[config.mk]
export PLATFORM = sky130hd
export DESIGN_NAME = tafac_regs
export DESIGN_NICKNAME = d
export VERILOG_FILES = /design/src/verilog/tafac_regs.v /design/src/verilog/tafac_limit_cmp.v
export VERILOG_INCLUDE_DIRS = /design/src /design/src/verilog
export SDC_FILE = /design/constraint.sdc
export NUM_CORES = 1
export LEC_CHECK = 0
export BUFFER_PORTS_ARGS = -buffer_cell sky130_fd_sc_hd__buf_2
export CORE_MARGIN = 5
export CORE_UTILIZATION = 52
export DETAILED_ROUTE_END_ITERATION = 10
export PLACE_DENSITY = 0.75
export SLEW_MARGIN = 40
export SYNTH_ARGS = -nofsm -noshare
export SYNTH_HDL_FRONTEND = slang
export SYNTH_SLANG_ARGS = --single-unit
[constraint.sdc]
create_clock -name clk_in -period 2.1 [get_ports clk_in]
set_clock_uncertainty 0.05 [all_clocks]
set_input_delay 0.105 -clock clk_in [delete_from_list [all_inputs] [get_ports clk_in]]
set_output_delay 0.105 -clock clk_in [all_outputs]
set_load 0.01 [all_outputs]
[src/verilog/tafac_defines.vh]
// Register map, field positions, reset values and timing counts.
`ifndef TAFAC_DEFINES_VH
`define TAFAC_DEFINES_VH
// ****************************************************************
// Register indices (byte address is four times the index)
// ****************************************************************
`define TAFAC_IDX_FILT      4'h2
`define TAFAC_IDX_CHSEL     4'h3
`define TAFAC_IDX_SB_HI     4'h4
`define TAFAC_IDX_SB_LO     4'h5
`define TAFAC_IDX_TH_HI     4'h6
`define TAFAC_IDX_TH_LO     4'h7
`define TAFAC_IDX_STAT      4'h8
// ****************************************************************
// Filter and delay configuration fields
// ****************************************************************
`define TAFAC_GPIO_EN_BIT   13
`define TAFAC_MEAN_HI       8
`define TAFAC_MEAN_LO       7
`define TAFAC_RANK_HI       6
`define TAFAC_RANK_LO       5
`define TAFAC_SOFT_BIT      4
`define TAFAC_SETTLE_HI     3
`define TAFAC_SETTLE_LO     0
`define TAFAC_FILT_RESET    16'h0000
// ****************************************************************
// Channel select and alert fields
// ****************************************************************
`define TAFAC_TH_MASK_BIT   15
`define TAFAC_SB_MASK_BIT   14
`define TAFAC_STYLE_BIT     13
`define TAFAC_PIN_MASK_BIT  12
`define TAFAC_SB_LOW_BIT    11
`define TAFAC_SB_HIGH_BIT   10
`define TAFAC_TH_LOW_BIT    9
`define TAFAC_TH_HIGH_BIT   8
`define TAFAC_YPOS_BIT      7
`define TAFAC_XPOS_BIT      6
`define TAFAC_PRESS_A_BIT   5
`define TAFAC_PRESS_B_BIT   4
`define TAFAC_AUX_BIT       3
`define TAFAC_BATT_BIT      2
`define TAFAC_TEMP_BIT      1
`define TAFAC_CHSEL_RESET   16'h0000
`define TAFAC_LIMIT_RESET   16'h0000
// ****************************************************************
// Timing
// ****************************************************************
`define TAFAC_CLK_MHZ       100
`define TAFAC_SETTLE_STEP_US 128
`define TAFAC_STEP_CYCLES   (`TAFAC_SETTLE_STEP_US * `TAFAC_CLK_MHZ)
// Last count of one settle step, sized for the step counter.
`define TAFAC_STEP_LAST     17'h031FF
`endif

[src/verilog/tafac_regs.v]
// Filter, settle, channel select and alert register bank.
//
// Function
// - mean_count 00/01/10/11 averages 2/4/8/16; 00 gives 1 with the rank filter off.
// - rank_filter_size 00 off, else 4/8/16.
// - Writing soft_clear resets the digital logic.
// - settle_delay is 128 us steps up to 2.048 ms.
// - Settle delay before touch channels and first conversion.
// - Thermal mask blocks temperature interrupts.
// - Spare/battery mask blocks its interrupts.
// - Style bit picks data-available or limit alert.
// - Style selection overrides per-channel masks.
// - Pin alert mask blocks the pin alert.
// - Spare/battery low and high limit flags.
// - Temperature low and high limit flags.
// - Position select bits include Y and X.
// - Pressure select bits include both pressure measurements.
// - Select bits include aux, battery, temperature.
// - Pin function enabled ignores aux and battery.
// - Both selected, pin off: battery only.
// - Two spare/battery thresholds, reset to zero.
// - Two temperature thresholds, reset to zero.
// - Pin enable bit makes spare pin general purpose.
//
// Added by the designer: register access over Avalon-MM.
`timescale 1ns/1ps
`include "tafac_defines.vh"
module tafac_regs (
  // Clock and reset
  input  wire        clk_in,
  input  wire        rstn_in,
  // Avalon-MM slave
  input  wire [5:0]  avs_address_in,
  input  wire        avs_read_in,
  input  wire        avs_write_in,
  input  wire [31:0] avs_writedata_in,
  input  wire [3:0]  avs_byteenable_in,
  output reg  [31:0] avs_readdata_out,
  output wire        avs_waitrequest_out,
  output reg  [1:0]  avs_response_out,
  // Conversion engine results
  input  wire        sb_result_valid_in,
  input  wire        th_result_valid_in,
  input  wire [15:0] result_in,
  input  wire        result_set_done_in,
  input  wire        seq_start_in,
  input  wire        touch_conv_start_in,
  input  wire        pin_event_in,
  // Settings to the engine
  output reg  [4:0]  mean_count_out,
  output reg  [4:0]  rank_filter_size_out,
  output reg  [6:0]  chan_enable_out,
  output wire        gpio_mode_out,
  output reg         settle_busy_out,
  output reg         soft_clear_out,
  // Alert pin
  output reg         alert_n_out
);
// ****************************************************************
// Registers
// ****************************************************************
  reg  [15:0] filt_reg;
  reg  [15:0] chsel_reg;
  reg  [15:0] sb_hi_reg;
  reg  [15:0] sb_lo_reg;
  reg  [15:0] th_hi_reg;
  reg  [15:0] th_lo_reg;
  reg         ack_reg;
  reg         first_done_reg;
  reg  [16:0] step_cnt_reg;
  reg  [3:0]  steps_left_reg;
  reg         data_avail_reg;
  reg         pin_flag_reg;
  wire        soft_rst;
  wire        rst_any;
  wire [3:0]  idx;
  wire        wr_go;
  wire [15:0] wmask;
  wire        mapped;
  wire        sb_below;
  wire        sb_above;
  wire        th_below;
  wire        th_above;
  wire [3:0]  settle_steps;
  wire        flags_alert;
  reg  [15:0] rd_mux;
  reg  [15:0] chsel_next;
// ****************************************************************
// Address decode and write strobes
// ****************************************************************
  // The bus handshake keeps the pin reset only, so an access that is
  // in flight when software resets the bank still completes.
  // Register write of the reset bit clears every register but the bus
  // handshake, read data and soft_clear_out on the next edge, so
  // software sees the bank at defaults.
  assign soft_rst = filt_reg[`TAFAC_SOFT_BIT];
  assign rst_any  = !rstn_in || soft_rst;
  assign idx      = avs_address_in[5:2];
  assign mapped   = (idx >= `TAFAC_IDX_FILT) && (idx <= `TAFAC_IDX_STAT);
  // One wait state: every access completes on the second edge.
  assign avs_waitrequest_out = (avs_read_in || avs_write_in) && !ack_reg;
  assign wr_go = avs_write_in && ack_reg;
  assign wmask = {{8{avs_byteenable_in[1]}}, {8{avs_byteenable_in[0]}}};
  assign gpio_mode_out = filt_reg[`TAFAC_GPIO_EN_BIT];
  assign settle_steps = filt_reg[`TAFAC_SETTLE_HI:`TAFAC_SETTLE_LO];
// ****************************************************************
// Limit comparators
// ****************************************************************
  // Both channels share one result bus; the valid strobe tells which
  // pair of thresholds applies.
  tafac_limit_cmp u_sb_cmp (
    .value_in  (result_in),
    .high_in   (sb_hi_reg),
    .low_in    (sb_lo_reg),
    .below_out (sb_below),
    .above_out (sb_above)
  );
  tafac_limit_cmp u_th_cmp (
    .value_in  (result_in),
    .high_in   (th_hi_reg),
    .low_in    (th_lo_reg),
    .below_out (th_below),
    .above_out (th_above)
  );
// ****************************************************************
// Bus handshake
// ****************************************************************
  // The acknowledge toggles, so a held request sees exactly one wait
  // state and back-to-back requests each take two cycles.
  always @(posedge clk_in) begin
    if (!rstn_in) begin
      ack_reg <= 1'b0;
    end else begin
      ack_reg <= (avs_read_in || avs_write_in) && !ack_reg;
    end
  end
// ****************************************************************
// Read data mux
// ****************************************************************
  always @* begin
    rd_mux = 16'h0000;
    case (idx)
      `TAFAC_IDX_FILT:  rd_mux = filt_reg;
      `TAFAC_IDX_CHSEL: rd_mux = chsel_reg;
      `TAFAC_IDX_SB_HI: rd_mux = sb_hi_reg;
      `TAFAC_IDX_SB_LO: rd_mux = sb_lo_reg;
      `TAFAC_IDX_TH_HI: rd_mux = th_hi_reg;
      `TAFAC_IDX_TH_LO: rd_mux = th_lo_reg;
      `TAFAC_IDX_STAT:  rd_mux = {13'h0000, pin_flag_reg, data_avail_reg,
                                  settle_busy_out};
      default:          rd_mux = 16'h0000;
    endcase
  end
  // Read data is latched in the wait cycle, so it already stands at
  // the edge where the master takes it.
  always @(posedge clk_in) begin
    if (!rstn_in) begin
      avs_readdata_out <= 32'h0000_0000;
      avs_response_out <= 2'h0;
    end else if ((avs_read_in || avs_write_in) && !ack_reg) begin
      avs_readdata_out <= {16'h0000, rd_mux};
      avs_response_out <= mapped ? 2'h0 : 2'h2;
    end
  end
// ****************************************************************
// Configuration registers
// ****************************************************************
  always @(posedge clk_in) begin
    if (rst_any) begin
      filt_reg  <= `TAFAC_FILT_RESET;
      sb_hi_reg <= `TAFAC_LIMIT_RESET;
      sb_lo_reg <= `TAFAC_LIMIT_RESET;
      th_hi_reg <= `TAFAC_LIMIT_RESET;
      th_lo_reg <= `TAFAC_LIMIT_RESET;
    end else if (wr_go) begin
      case (idx)
        `TAFAC_IDX_FILT:
          filt_reg <= (filt_reg & ~wmask) | (avs_writedata_in[15:0] & wmask);
        `TAFAC_IDX_SB_HI:
          sb_hi_reg <= (sb_hi_reg & ~wmask) | (avs_writedata_in[15:0] & wmask);
        `TAFAC_IDX_SB_LO:
          sb_lo_reg <= (sb_lo_reg & ~wmask) | (avs_writedata_in[15:0] & wmask);
        `TAFAC_IDX_TH_HI:
          th_hi_reg <= (th_hi_reg & ~wmask) | (avs_writedata_in[15:0] & wmask);
        `TAFAC_IDX_TH_LO:
          th_lo_reg <= (th_lo_reg & ~wmask) | (avs_writedata_in[15:0] & wmask);
        default: begin
        end
      endcase
    end
  end
// ****************************************************************
// Soft reset pulse
// ****************************************************************
  // The pulse lets the engine drop its own state one cycle later.
  always @(posedge clk_in) begin
    if (!rstn_in) begin
      soft_clear_out <= 1'b0;
    end else begin
      soft_clear_out <= soft_rst;
    end
  end
// ****************************************************************
// Channel select, masks and limit flags
// ****************************************************************
  // Flags are sticky; a comparator hit in the same cycle as a
  // software write of zero keeps the flag set.
  always @* begin
    chsel_next = chsel_reg;
    if (wr_go && idx == `TAFAC_IDX_CHSEL) begin
      chsel_next = (chsel_reg & ~wmask) | (avs_writedata_in[15:0] & wmask);
    end
    chsel_next[0] = 1'b0;
    if (sb_result_valid_in) begin
      if (sb_below) chsel_next[`TAFAC_SB_LOW_BIT] = 1'b1;
      if (sb_above) chsel_next[`TAFAC_SB_HIGH_BIT] = 1'b1;
    end
    if (th_result_valid_in) begin
      if (th_below) chsel_next[`TAFAC_TH_LOW_BIT] = 1'b1;
      if (th_above) chsel_next[`TAFAC_TH_HIGH_BIT] = 1'b1;
    end
  end
  always @(posedge clk_in) begin
    if (rst_any) begin
      chsel_reg <= `TAFAC_CHSEL_RESET;
    end else begin
      chsel_reg <= chsel_next;
    end
  end
// ****************************************************************
// Channel enables
// ****************************************************************
  // The shared pin measures one channel at a time, so battery wins
  // over aux when both are selected.
  always @(posedge clk_in) begin
    if (rst_any) begin
      chan_enable_out <= 7'h00;
    end else begin
      chan_enable_out[6] <= chsel_reg[`TAFAC_YPOS_BIT];
      chan_enable_out[5] <= chsel_reg[`TAFAC_XPOS_BIT];
      chan_enable_out[4] <= chsel_reg[`TAFAC_PRESS_A_BIT];
      chan_enable_out[3] <= chsel_reg[`TAFAC_PRESS_B_BIT];
      chan_enable_out[2] <= chsel_reg[`TAFAC_AUX_BIT] && !gpio_mode_out
                            && !chsel_reg[`TAFAC_BATT_BIT];
      chan_enable_out[1] <= chsel_reg[`TAFAC_BATT_BIT]
                            && !gpio_mode_out;
      chan_enable_out[0] <= chsel_reg[`TAFAC_TEMP_BIT];
    end
  end
// ****************************************************************
// Filter sizes
// ****************************************************************
  // Sizes go out as plain counts, so the datapath needs no decode.
  always @(posedge clk_in) begin
    if (rst_any) begin
      mean_count_out       <= 5'h01;
      rank_filter_size_out <= 5'h00;
    end else begin
      case (filt_reg[`TAFAC_RANK_HI:`TAFAC_RANK_LO])
        2'h1:    rank_filter_size_out <= 5'h04;
        2'h2:    rank_filter_size_out <= 5'h08;
        2'h3:    rank_filter_size_out <= 5'h10;
        default: rank_filter_size_out <= 5'h00;
      endcase
      case (filt_reg[`TAFAC_MEAN_HI:`TAFAC_MEAN_LO])
        2'h1:    mean_count_out <= 5'h04;
        2'h2:    mean_count_out <= 5'h08;
        2'h3:    mean_count_out <= 5'h10;
        default: mean_count_out <=
                   (filt_reg[`TAFAC_RANK_HI:`TAFAC_RANK_LO] == 2'h0) ?
                   5'h01 : 5'h02;
      endcase
    end
  end
// ****************************************************************
// Settle delay
// ****************************************************************
  // Code n gives (n+1) steps of 128 us; counted by a step divider.
  // The step length is fixed in core cycles; a faster clock needs a
  // new step count, not a new code.
  always @(posedge clk_in) begin
    if (rst_any) begin
      settle_busy_out <= 1'b0;
      step_cnt_reg    <= 17'h00000;
      steps_left_reg  <= 4'h0;
      first_done_reg  <= 1'b0;
    end else if (!settle_busy_out) begin
      if ((seq_start_in && !first_done_reg) || touch_conv_start_in) begin
        settle_busy_out <= 1'b1;
        steps_left_reg  <= settle_steps;
        step_cnt_reg    <= 17'h00000;
        first_done_reg  <= 1'b1;
      end
    end else if (step_cnt_reg == `TAFAC_STEP_LAST) begin
      step_cnt_reg <= 17'h00000;
      if (steps_left_reg == 4'h0) begin
        settle_busy_out <= 1'b0;
      end else begin
        steps_left_reg <= steps_left_reg - 4'h1;
      end
    end else begin
      step_cnt_reg <= step_cnt_reg + 17'h00001;
    end
  end
// ****************************************************************
// Alert output
// ****************************************************************
  assign flags_alert =
    (!chsel_reg[`TAFAC_SB_MASK_BIT] && (chsel_reg[`TAFAC_SB_LOW_BIT] ||
      chsel_reg[`TAFAC_SB_HIGH_BIT])) ||
    (!chsel_reg[`TAFAC_TH_MASK_BIT] && (chsel_reg[`TAFAC_TH_LOW_BIT] ||
      chsel_reg[`TAFAC_TH_HIGH_BIT])) ||
    (!chsel_reg[`TAFAC_PIN_MASK_BIT] && pin_flag_reg);
// ****************************************************************
// Status flags
// ****************************************************************
  // Data-available stays asserted until the status register is read.
  // A status read and a new event in one cycle leave the flag set.
  always @(posedge clk_in) begin
    if (rst_any) begin
      data_avail_reg <= 1'b0;
      pin_flag_reg   <= 1'b0;
    end else begin
      if (result_set_done_in) begin
        data_avail_reg <= 1'b1;
      end else if (avs_read_in && ack_reg && idx == `TAFAC_IDX_STAT) begin
        data_avail_reg <= 1'b0;
      end
      if (pin_event_in && gpio_mode_out) begin
        pin_flag_reg <= 1'b1;
      end else if (avs_read_in && ack_reg && idx == `TAFAC_IDX_STAT) begin
        pin_flag_reg <= 1'b0;
      end
    end
  end
  // The pin is registered so a glitch in the flag logic never shows.
  always @(posedge clk_in) begin
    if (rst_any) begin
      alert_n_out <= 1'b1;
    end else if (chsel_reg[`TAFAC_STYLE_BIT]) begin
      alert_n_out <= !flags_alert;
    end else begin
      alert_n_out <= !data_avail_reg;
    end
  end
endmodule // tafac_regs

[src/verilog/tafac_limit_cmp.v]
// Threshold comparison of one measured channel.
`timescale 1ns/1ps
module tafac_limit_cmp (
  // Measured value and thresholds
  input  wire [15:0] value_in,
  input  wire [15:0] high_in,
  input  wire [15:0] low_in,
  // Comparison result
  output wire        below_out,
  output wire        above_out
);
  assign below_out = (value_in < low_in);
  assign above_out = (value_in > high_in);
endmodule // tafac_limit_cmp

==> key figures, run 1 <==
Clock tree
  – Clock Tree Buf Depth: 2
  – Post-CTS Setup Repair Bufs: 0
  – CTS buffer count: 17
  – Clk root buf: clkbuf_16
  – CTS tree: done
  – Skew-Pair Late Insertion Delay: 430 ps
  – Clk slew on worst S/H paths: 60 ps
  – CTS sink cnt: 155
  – Number of H-tree levels: 4

Pwr
  – Pleak: 0.004331 uW
  – Peak supply drop: 604.6 uV
  – Pwr dens: 682.3 nW/um^2
  – Pwr Total: 6756 uW

Die
  – Die H: 136.8 microns
  – # rows: 46
  – Initial Utilization: 0.5278
  – I/O pin count: 124
  – Core box area: 15830 sq um
  – Die area: 18700 sq um
  – Die Wd: 136.8 microns

Detailed routing
  – Wire per inst: 17.39 microns
  – Drt total wl: 22870 microns
  – Antenna Nets Post-Route: 0
  – DR vias/cell: 5.540
  – Routed vias: 7285
  – Residual DRC: 0
  – Detailed-router iteration count before antenna repair: 6
  – DR iter-0 viols: 589

Timing
  – Final Hold Fails: 0
  – Slew Limit Fails: 0
  – Endpoints failing setup: 0
  – RSZ-0062 raised after global routing: no
  – Max Fclk: 503.3 MHz
  – Sum Neg Setup Slack: 0 ps
  – Rel. slew slack: 0.6168
  – Setup ws final: 112.9 ps
  – Min cycle time layout: 1987 ps
  – Slew @ Worst Pin: 567.1 ps
  – Fin crit share: 0.9462

Flow run
  – Max Cap Violations: 0

Worst setup path
  – Worst path cell trace: or4_4, nor4_4, buf_4, a21oi_2, or3_1, a21oi_1
  – Crit-path slowest cell: or4_4
  – Worst-path maximum fanout: 6
  – Startpoint Class: flop
  – Critical Path End Type: flop
  – Critical path required time: 2400 ps
  – Reg2Reg Depth: 6
  – Worst Setup SP: step_cnt_reg[9]
  – Crit path buf inv count: 1
  – Worst EP arrival: 2290 ps
  – RR Endpoint: steps_left_reg[1]
  – Setup slack, reg-to-reg: 110 ps
  – Delay of the slowest critical-path stage: 540 ps
  – Delay-heaviest family, CP: simple AND/OR/NAND/NOR gates
  – Reg2reg start: step_cnt_reg[9]
  – WS Path Type: reg -> reg

Layout
  – Fillers: 1346
  – Syn-to-layout area delta: 18.53%
  – # diodes: 0
  – Final nets: 1221
  – Non-filler instance count after layout: 1315
  – Share of cells above drive strength 1: 0.1711
  – Fin area: 9902 sq um

Placed design
  – Placed insts: 1263
  – Post-Place Worst Slack: 146.6 ps
  – Post-DP Area: 9086 sq um
  – Port buffer count: 84
  – HPWL after DPL: 16710 microns
  – Placer Congestion: 0.8954

Yosys
  – Post-synth ARST share: 0
  – Register area share after synthesis: 0.3714
  – Dominant synthesized flop cell: dfxtp_1
  – Synthesized cell area: 8354 sq um
  – Count of cell types in the netlist: 63
  – Yosys warns: 0
  – Synthesized area per cell: 8.586 sq um
  – Number of flops mapped to enable cells by yosys: 0
  – Post-Syn Instances: 973
  – Number of synthesized register bits: 155

Hold path
  – Hold wc startpoint: avs_read_in
  – Hold Crit Endpoint: data_avail_reg
  – Worst hold path type: in -> reg
  – Hold Path Stages: 4

Global routing
  – GRT overflow: 0
  – Initial antenna violation count: 0
  – Largest net degree at the start of global routing: 49
  – First-pass GRT wire length: 35800 microns
  – Global Route Usage Sum: 0.2469
  – Vias in the first global route: 6870

Status
  – Status: completed
cell families after synthesis:
| group | after synthesis | share of synthesized area |
|---|---|---|
| flip-flops | 155 | 0.3714 |
| other | 1 | 0.0004489 |
| XOR/XNOR | 2 | 0.002097 |
| AO/OA/AOI/OAI | 185 | 0.1441 |
| buffers and inverters | 134 | 0.07084 |
| adder cells (fa/ha/maj) | 65 | 0.09735 |
| AND/OR/NAND/NOR | 330 | 0.1893 |
| multiplexers | 101 | 0.1245 |
routing by layer:
| layer | GRT usage | routed length [microns] | vias up |
|---|---|---|---|
| met5 | 0 | 0 | - |
| met4 | 0.09630 | 626 | 0 |
| met3 | 0.04154 | 1357 | 40 |
| met2 | 0.4118 | 11030 | 237 |
| met1 | 0.3189 | 9851 | 3423 |
| li1 | - | - | 3585 |
where the power goes:
group	internal [uW]	switching, uW	total, uW	leakage, uW
clock	1940	1190	3130	0.000292
combinational	244	380	624	0.00279
sequential	2970	27.5	3000	0.00125
total	5160	1600	6760	0.00433
cell usage in the layout, fill, tap and decap left out, drive strengths merged, types with 4 or more instances in the layout:
master and instances:
a21oi 56, nand2 82, nor2b 9, clkbuf 22
a31oi 9, mux2 13, nand4 12, mux2i 87
nor3b 6, conb 19, nor4 6, a21o 9
nand3 23, nor2 133, a22oi 15, o22ai 4
and3 7, a22o 4, dfxtp 155, o21ai 34
a221oi 5, a31o 11, nand2b 7, nor3 9
ha 65, dlygate4sd3 22, inv 68, a21boi 12
or3 5, and2 16, a41oi 4, buf 122
clkinv 4
worst min-delay path: stages:
cell,delay [ps]
buf_2,110
nand3_1,110
a21oi_1,80
nor2_1,70
how the worst max path moves through the flow:
| stage | endpoint | slack, ps | cells past startpoint |
|---|---|---|---|
| 2_1_floorplan | step_cnt_reg[2] | 180 | 7 |
| 3_3_place_gp | step_cnt_reg[9] | 200 | 7 |
| 3_5_place_dp | step_cnt_reg[9] | 150 | 7 |
| 4_1_cts | step_cnt_reg[9] | 120 | 7 |
| 5_1_grt | steps_left_reg[3] | 10 | 6 |
| 6_report | steps_left_reg[1] | 110 | 6 |
cells in the mapped netlist (3+ instances only):
library cell | n | area [sq um]
nor3_1 | 9 | 45.04
inv_1 | 68 | 255.2
mux2i_1 | 87 | 870.8
a41oi_1 | 4 | 35.03
buf_4 | 20 | 150.1
o21ai_0 | 33 | 165.2
a21oi_1 | 55 | 275.3
nand4_1 | 12 | 75.07
nor4_1 | 3 | 18.77
ha_1 | 65 | 813.3
a21o_1 | 9 | 67.56
a31oi_1 | 9 | 56.30
o22ai_1 | 4 | 25.02
nand3_1 | 21 | 105.1
a21boi_0 | 12 | 90.09
o211ai_1 | 3 | 22.52
a221oi_1 | 5 | 43.79
and3_1 | 7 | 43.79
nor3b_1 | 6 | 45.04
o2bb2ai_1 | 3 | 26.28
nand2b_1 | 7 | 43.79
or2_2 | 3 | 18.77
dfxtp_1 | 155 | 3103
nand2_1 | 82 | 307.8
a22o_1 | 4 | 35.03
nor2_1 | 133 | 499.2
buf_2 | 11 | 55.05
and2_1 | 16 | 100.1
a22oi_1 | 15 | 112.6
a31o_2 | 11 | 96.34
mux2_2 | 13 | 146.4
clkbuf_1 | 34 | 127.6
nor2b_1 | 9 | 56.30
nor4_4 | 3 | 63.81
or3_1 | 5 | 31.28
cell type report:
| cell class | instances | area [sq um] | area share |
|---|---|---|---|
| multi-input combinational | 702 | 4743 | 0.4790 |
| sequential | 155 | 3103 | 0.3134 |
| timing repair buffer | 144 | 938.4 | 0.09477 |
| clock buffer | 22 | 474.2 | 0.04789 |
| tap | 216 | 270.3 | 0.02729 |
| inverter | 68 | 255.2 | 0.02578 |
| clock inverter | 8 | 117.6 | 0.01188 |
repair_timing:
item / in CTS / in global routing
endpoints found under the setup margin: 0 / 2
resized for setup: 0 / 1
hold buffers: 22 / 0
hold endpoints to repair: 85 / 0
per-stage QoR:
step	util	hold WS, ps
after global routing	0.6256	61.59
final	0.6256	30.22
after CTS	0.6254	25.46
after detailed placement	0.5741	280.9
after global placement	0.5741	258.5
after floorplan	-	168.8
(Power assumes the default switching activity.)
==> run 2: changes to the inputs <==
--- a/config.mk
+++ b/config.mk
@@ -6,11 +6,13 @@
 export SDC_FILE = /design/constraint.sdc
 export NUM_CORES = 1
 export LEC_CHECK = 0
+export ABC_AREA = 1
+export ABC_CLOCK_PERIOD_IN_PS = 2100
 export BUFFER_PORTS_ARGS = -buffer_cell sky130_fd_sc_hd__buf_2
 export CORE_MARGIN = 5
-export CORE_UTILIZATION = 52
+export CORE_UTILIZATION = 35
 export DETAILED_ROUTE_END_ITERATION = 10
-export PLACE_DENSITY = 0.75
+export PLACE_DENSITY = 0.54
 export SLEW_MARGIN = 40
 export SYNTH_ARGS = -nofsm -noshare
 export SYNTH_HDL_FRONTEND = slang
==> run 2 against run 1 <==
Compared with the run above: area after synthesis fell by 0.39%; routed wire length increased by 8.5%; register-to-register slack gained 150 ps; worst hold slack lost 17 ps; synthesized cell count rose by 21%; fmax is 8.4% higher; critical endpoint is now step_cnt_reg[0]; largest power group unchanged.
==> key figures, run 2 <==
Global routing
  – Largest net degree at the start of global routing: 102 (+110%)
  – Vias in the first global route: 7220 (+5.1%)
  – GRT overflow: 0 (unchanged)
  – Initial antenna violation count: 0 (unchanged)
  – First-pass GRT wire length: 39230 microns (+9.6%)
  – Global Route Usage Sum: 0.1874 (-0.05941)

Detailed routing
  – Routed vias: 7642 (+4.9%)
  – Drt total wl: 24810 microns (+8.5%)
  – DR iter-0 viols: 550 (-6.6%)
  – Wire per inst: 15.54 microns (-11%)
  – Detailed-router iteration count before antenna repair: 5 (-1)
  – Antenna Nets Post-Route: 0 (unchanged)
  – DR vias/cell: 4.788 (-14%)
  – Residual DRC: 0 (unchanged)

Pwr
  – Pwr dens: 709.3 nW/um^2 (+4.0%)
  – Peak supply drop: 550.7 uV (-8.9%)
  – Pwr Total: 6895 uW (+2.1%)
  – Pleak: 0.004085 uW (-5.7%)

Placed design
  – Port buffer count: 84 (unchanged)
  – Placer Congestion: 0.8672 (-3.1%)
  – HPWL after DPL: 18800 microns (+13%)

Timing
  – Final Hold Fails: 0 (unchanged)
  – Endpoints failing setup: 0 (unchanged)
  – Slew @ Worst Pin: 529.2 ps (-37.90 ps)
  – Min cycle time layout: 1833 ps (-153.9 ps)
  – Rel. slew slack: 0.6459 (+0.02912)
  – Sum Neg Setup Slack: 0 ps (unchanged)
  – RSZ-0062 raised after global routing: no
  – Fin crit share: 0.8729 (-0.07330)
  – Max Fclk: 545.5 MHz (+8.4%)
  – Slew Limit Fails: 0 (unchanged)

Hold path
  – Hold Path Stages: 4 (unchanged)
  – Worst hold path type: in -> reg

Yosys
  – Synthesized cell area: 8322 sq um (-0.39%)
  – Yosys top cell area share: 0.3729 (+0.001452)
  – Post-synth ARST share: 0 (unchanged)
  – Number of flops mapped to enable cells by yosys: 0 (unchanged)
  – Ranking of synthesized cells by area: dfxtp_1 (37%), nand2_1 (10%), ha_1 (9.8%), a21oi_1 (8.7%), o21ai_0 (7.3%)
  – Most frequent cell after synthesis: nand2_1
  – Count of cell types in the netlist: 39 (-38%)
  – Cell taking the most area after synthesis: dfxtp_1
  – Yosys warns: 0 (unchanged)
  – Post-Syn Instances: 1174 (+21%)
  – Number of synthesized register bits: 155 (unchanged)
  – Dominant synthesized flop cell: dfxtp_1
  – Post-synth top cells: nand2_1 (231), inv_1 (156), dfxtp_1 (155)
  – Register area share after synthesis: 0.3729 (+0.001452)
  – Synthesized area per cell: 7.088 sq um (-17%)

Clock tree
  – Post-CTS Setup Repair Bufs: 0 (unchanged)
  – Skew-Pair Late Insertion Delay: 430 ps (about the same)
  – CTS buffer count: 17 (unchanged)
  – Clock Tree Buf Depth: 2 (unchanged)
  – Clk root buf: clkbuf_16
  – Clk slew on worst S/H paths: 60 ps (about the same)
  – CTS sink cnt: 155 (unchanged)
  – Number of H-tree levels: 4 (unchanged)
  – CTS tree: done

Die
  – Core box area: 23470 sq um (+48%)
  – Die H: 164.2 microns (+20%)
  – Die Wd: 164.2 microns (+20%)
  – Die area: 26960 sq um (+44%)
  – I/O pin count: 124 (unchanged)
  – Initial Utilization: 0.3545 (-0.1733)
  – # rows: 56 (+22%)

Layout
  – Share of cells above drive strength 1: 0.1222 (-0.04890)
  – Final nets: 1398 (+14%)
  – Commonest non-fill, non-tap cells in the layout: nand2_1 (231), inv_1 (156), dfxtp_1 (155), a21oi_1 (145), o21ai_0 (121)
  – # diodes: 0 (unchanged)
  – Syn-to-layout area delta: 16.82%
  – Final Util: 0.4142 (-0.2114)
  – Commonest non-fill, non-tap cell in the layout: nand2_1

Worst setup path
  – Critical path required time: 2380 ps (-20 ps)
  – WS Path Type: reg -> reg
  – Critical Path End Type: flop
  – Worst EP arrival: 2110 ps (-180 ps)
  – Worst-path maximum fanout: 8 (+2)
  – Reg2Reg Depth: 7 (+1)
  – Startpoint Class: flop

Flow run
  – Max Cap Violations: 0 (unchanged)

Status
  – Status: completed
[run 2: cell type report]
class | instances | area [sq um]
inverters | 167 | 626.9
clock inverters | 13 | 168.9
fillers | 2464 | 13750
well taps | 319 | 399.1
flip-flops and latches | 155 | 3103
multi-input cells | 815 | 4317
clock buffers | 18 | 439.2
repair buffers | 109 | 668.1
[run 2: cells by family after synthesis]
family / synth area share
AND/OR/NAND/NOR: 0.2197
other: 0.0004506
flip-flops: 0.3729
AO/OA/AOI/OAI: 0.1855
adder cells (fa/ha/maj): 0.09773
buffers and inverters: 0.1174
XOR/XNOR: 0.006315
[run 2: what timing repair did]
item | in CTS | in global routing
endpoints found under the hold margin | 32 | 0
resized for setup | 0 | 0
hold buffers | 14 | 0
[run 2: path summary, 6_finish.rpt]
kind / startpoint / endpoint / slack [ps]
worst max-delay path: step_cnt_reg[0] / step_cnt_reg[0] / 270
worst min-delay path: avs_read_in / pin_flag_reg / 10
worst max register to register: step_cnt_reg[0] / step_cnt_reg[0] / 270
worst min register to register: flop / mean_count_out[3] / 380
[run 2: worst max-delay path, cell delays in order (launching register included)]
cell and delay (ps):
dfxtp_1 380, ha_1 180, nand2_1 120, nor3_2 290
nand2_1 140, nand2_2 180, inv_1 180, o21a_1 200
[run 2: stage by stage]
step	hold slack, ps	std cells	area, sq um	worst slack, ps
after floorplan	152.6	1192	8389	613.0
after global placement	293.5	1551	8974	358.9
after detailed placement	285.6	1551	8974	268.6
after CTS	1.158	1596	9722	261.6
after global routing	31.21	1596	9722	120.9
final	12.82	1596	9722	266.9
[run 2: routing by layer]
layer	global-route usage	vias up	wire length [microns]	part of all wire
li1	-	3956	-	-
met4	0.05490	0	489	0.020
met1	0.2638	3464	12040	0.49
met2	0.2953	191	10910	0.44
met5	0	-	0	0
met3	0.03112	31	1369	0.055
[run 2: power breakdown]
group / leakage (uW) / total [uW] / switching, uW / internal, uW
registers: 0.00125 / 3010 / 27.5 / 2980
clock network: 0.000297 / 3210 / 1310 / 1910
logic: 0.00254 / 676 / 446 / 230
total: 0.00408 / 6900 / 1780 / 5120
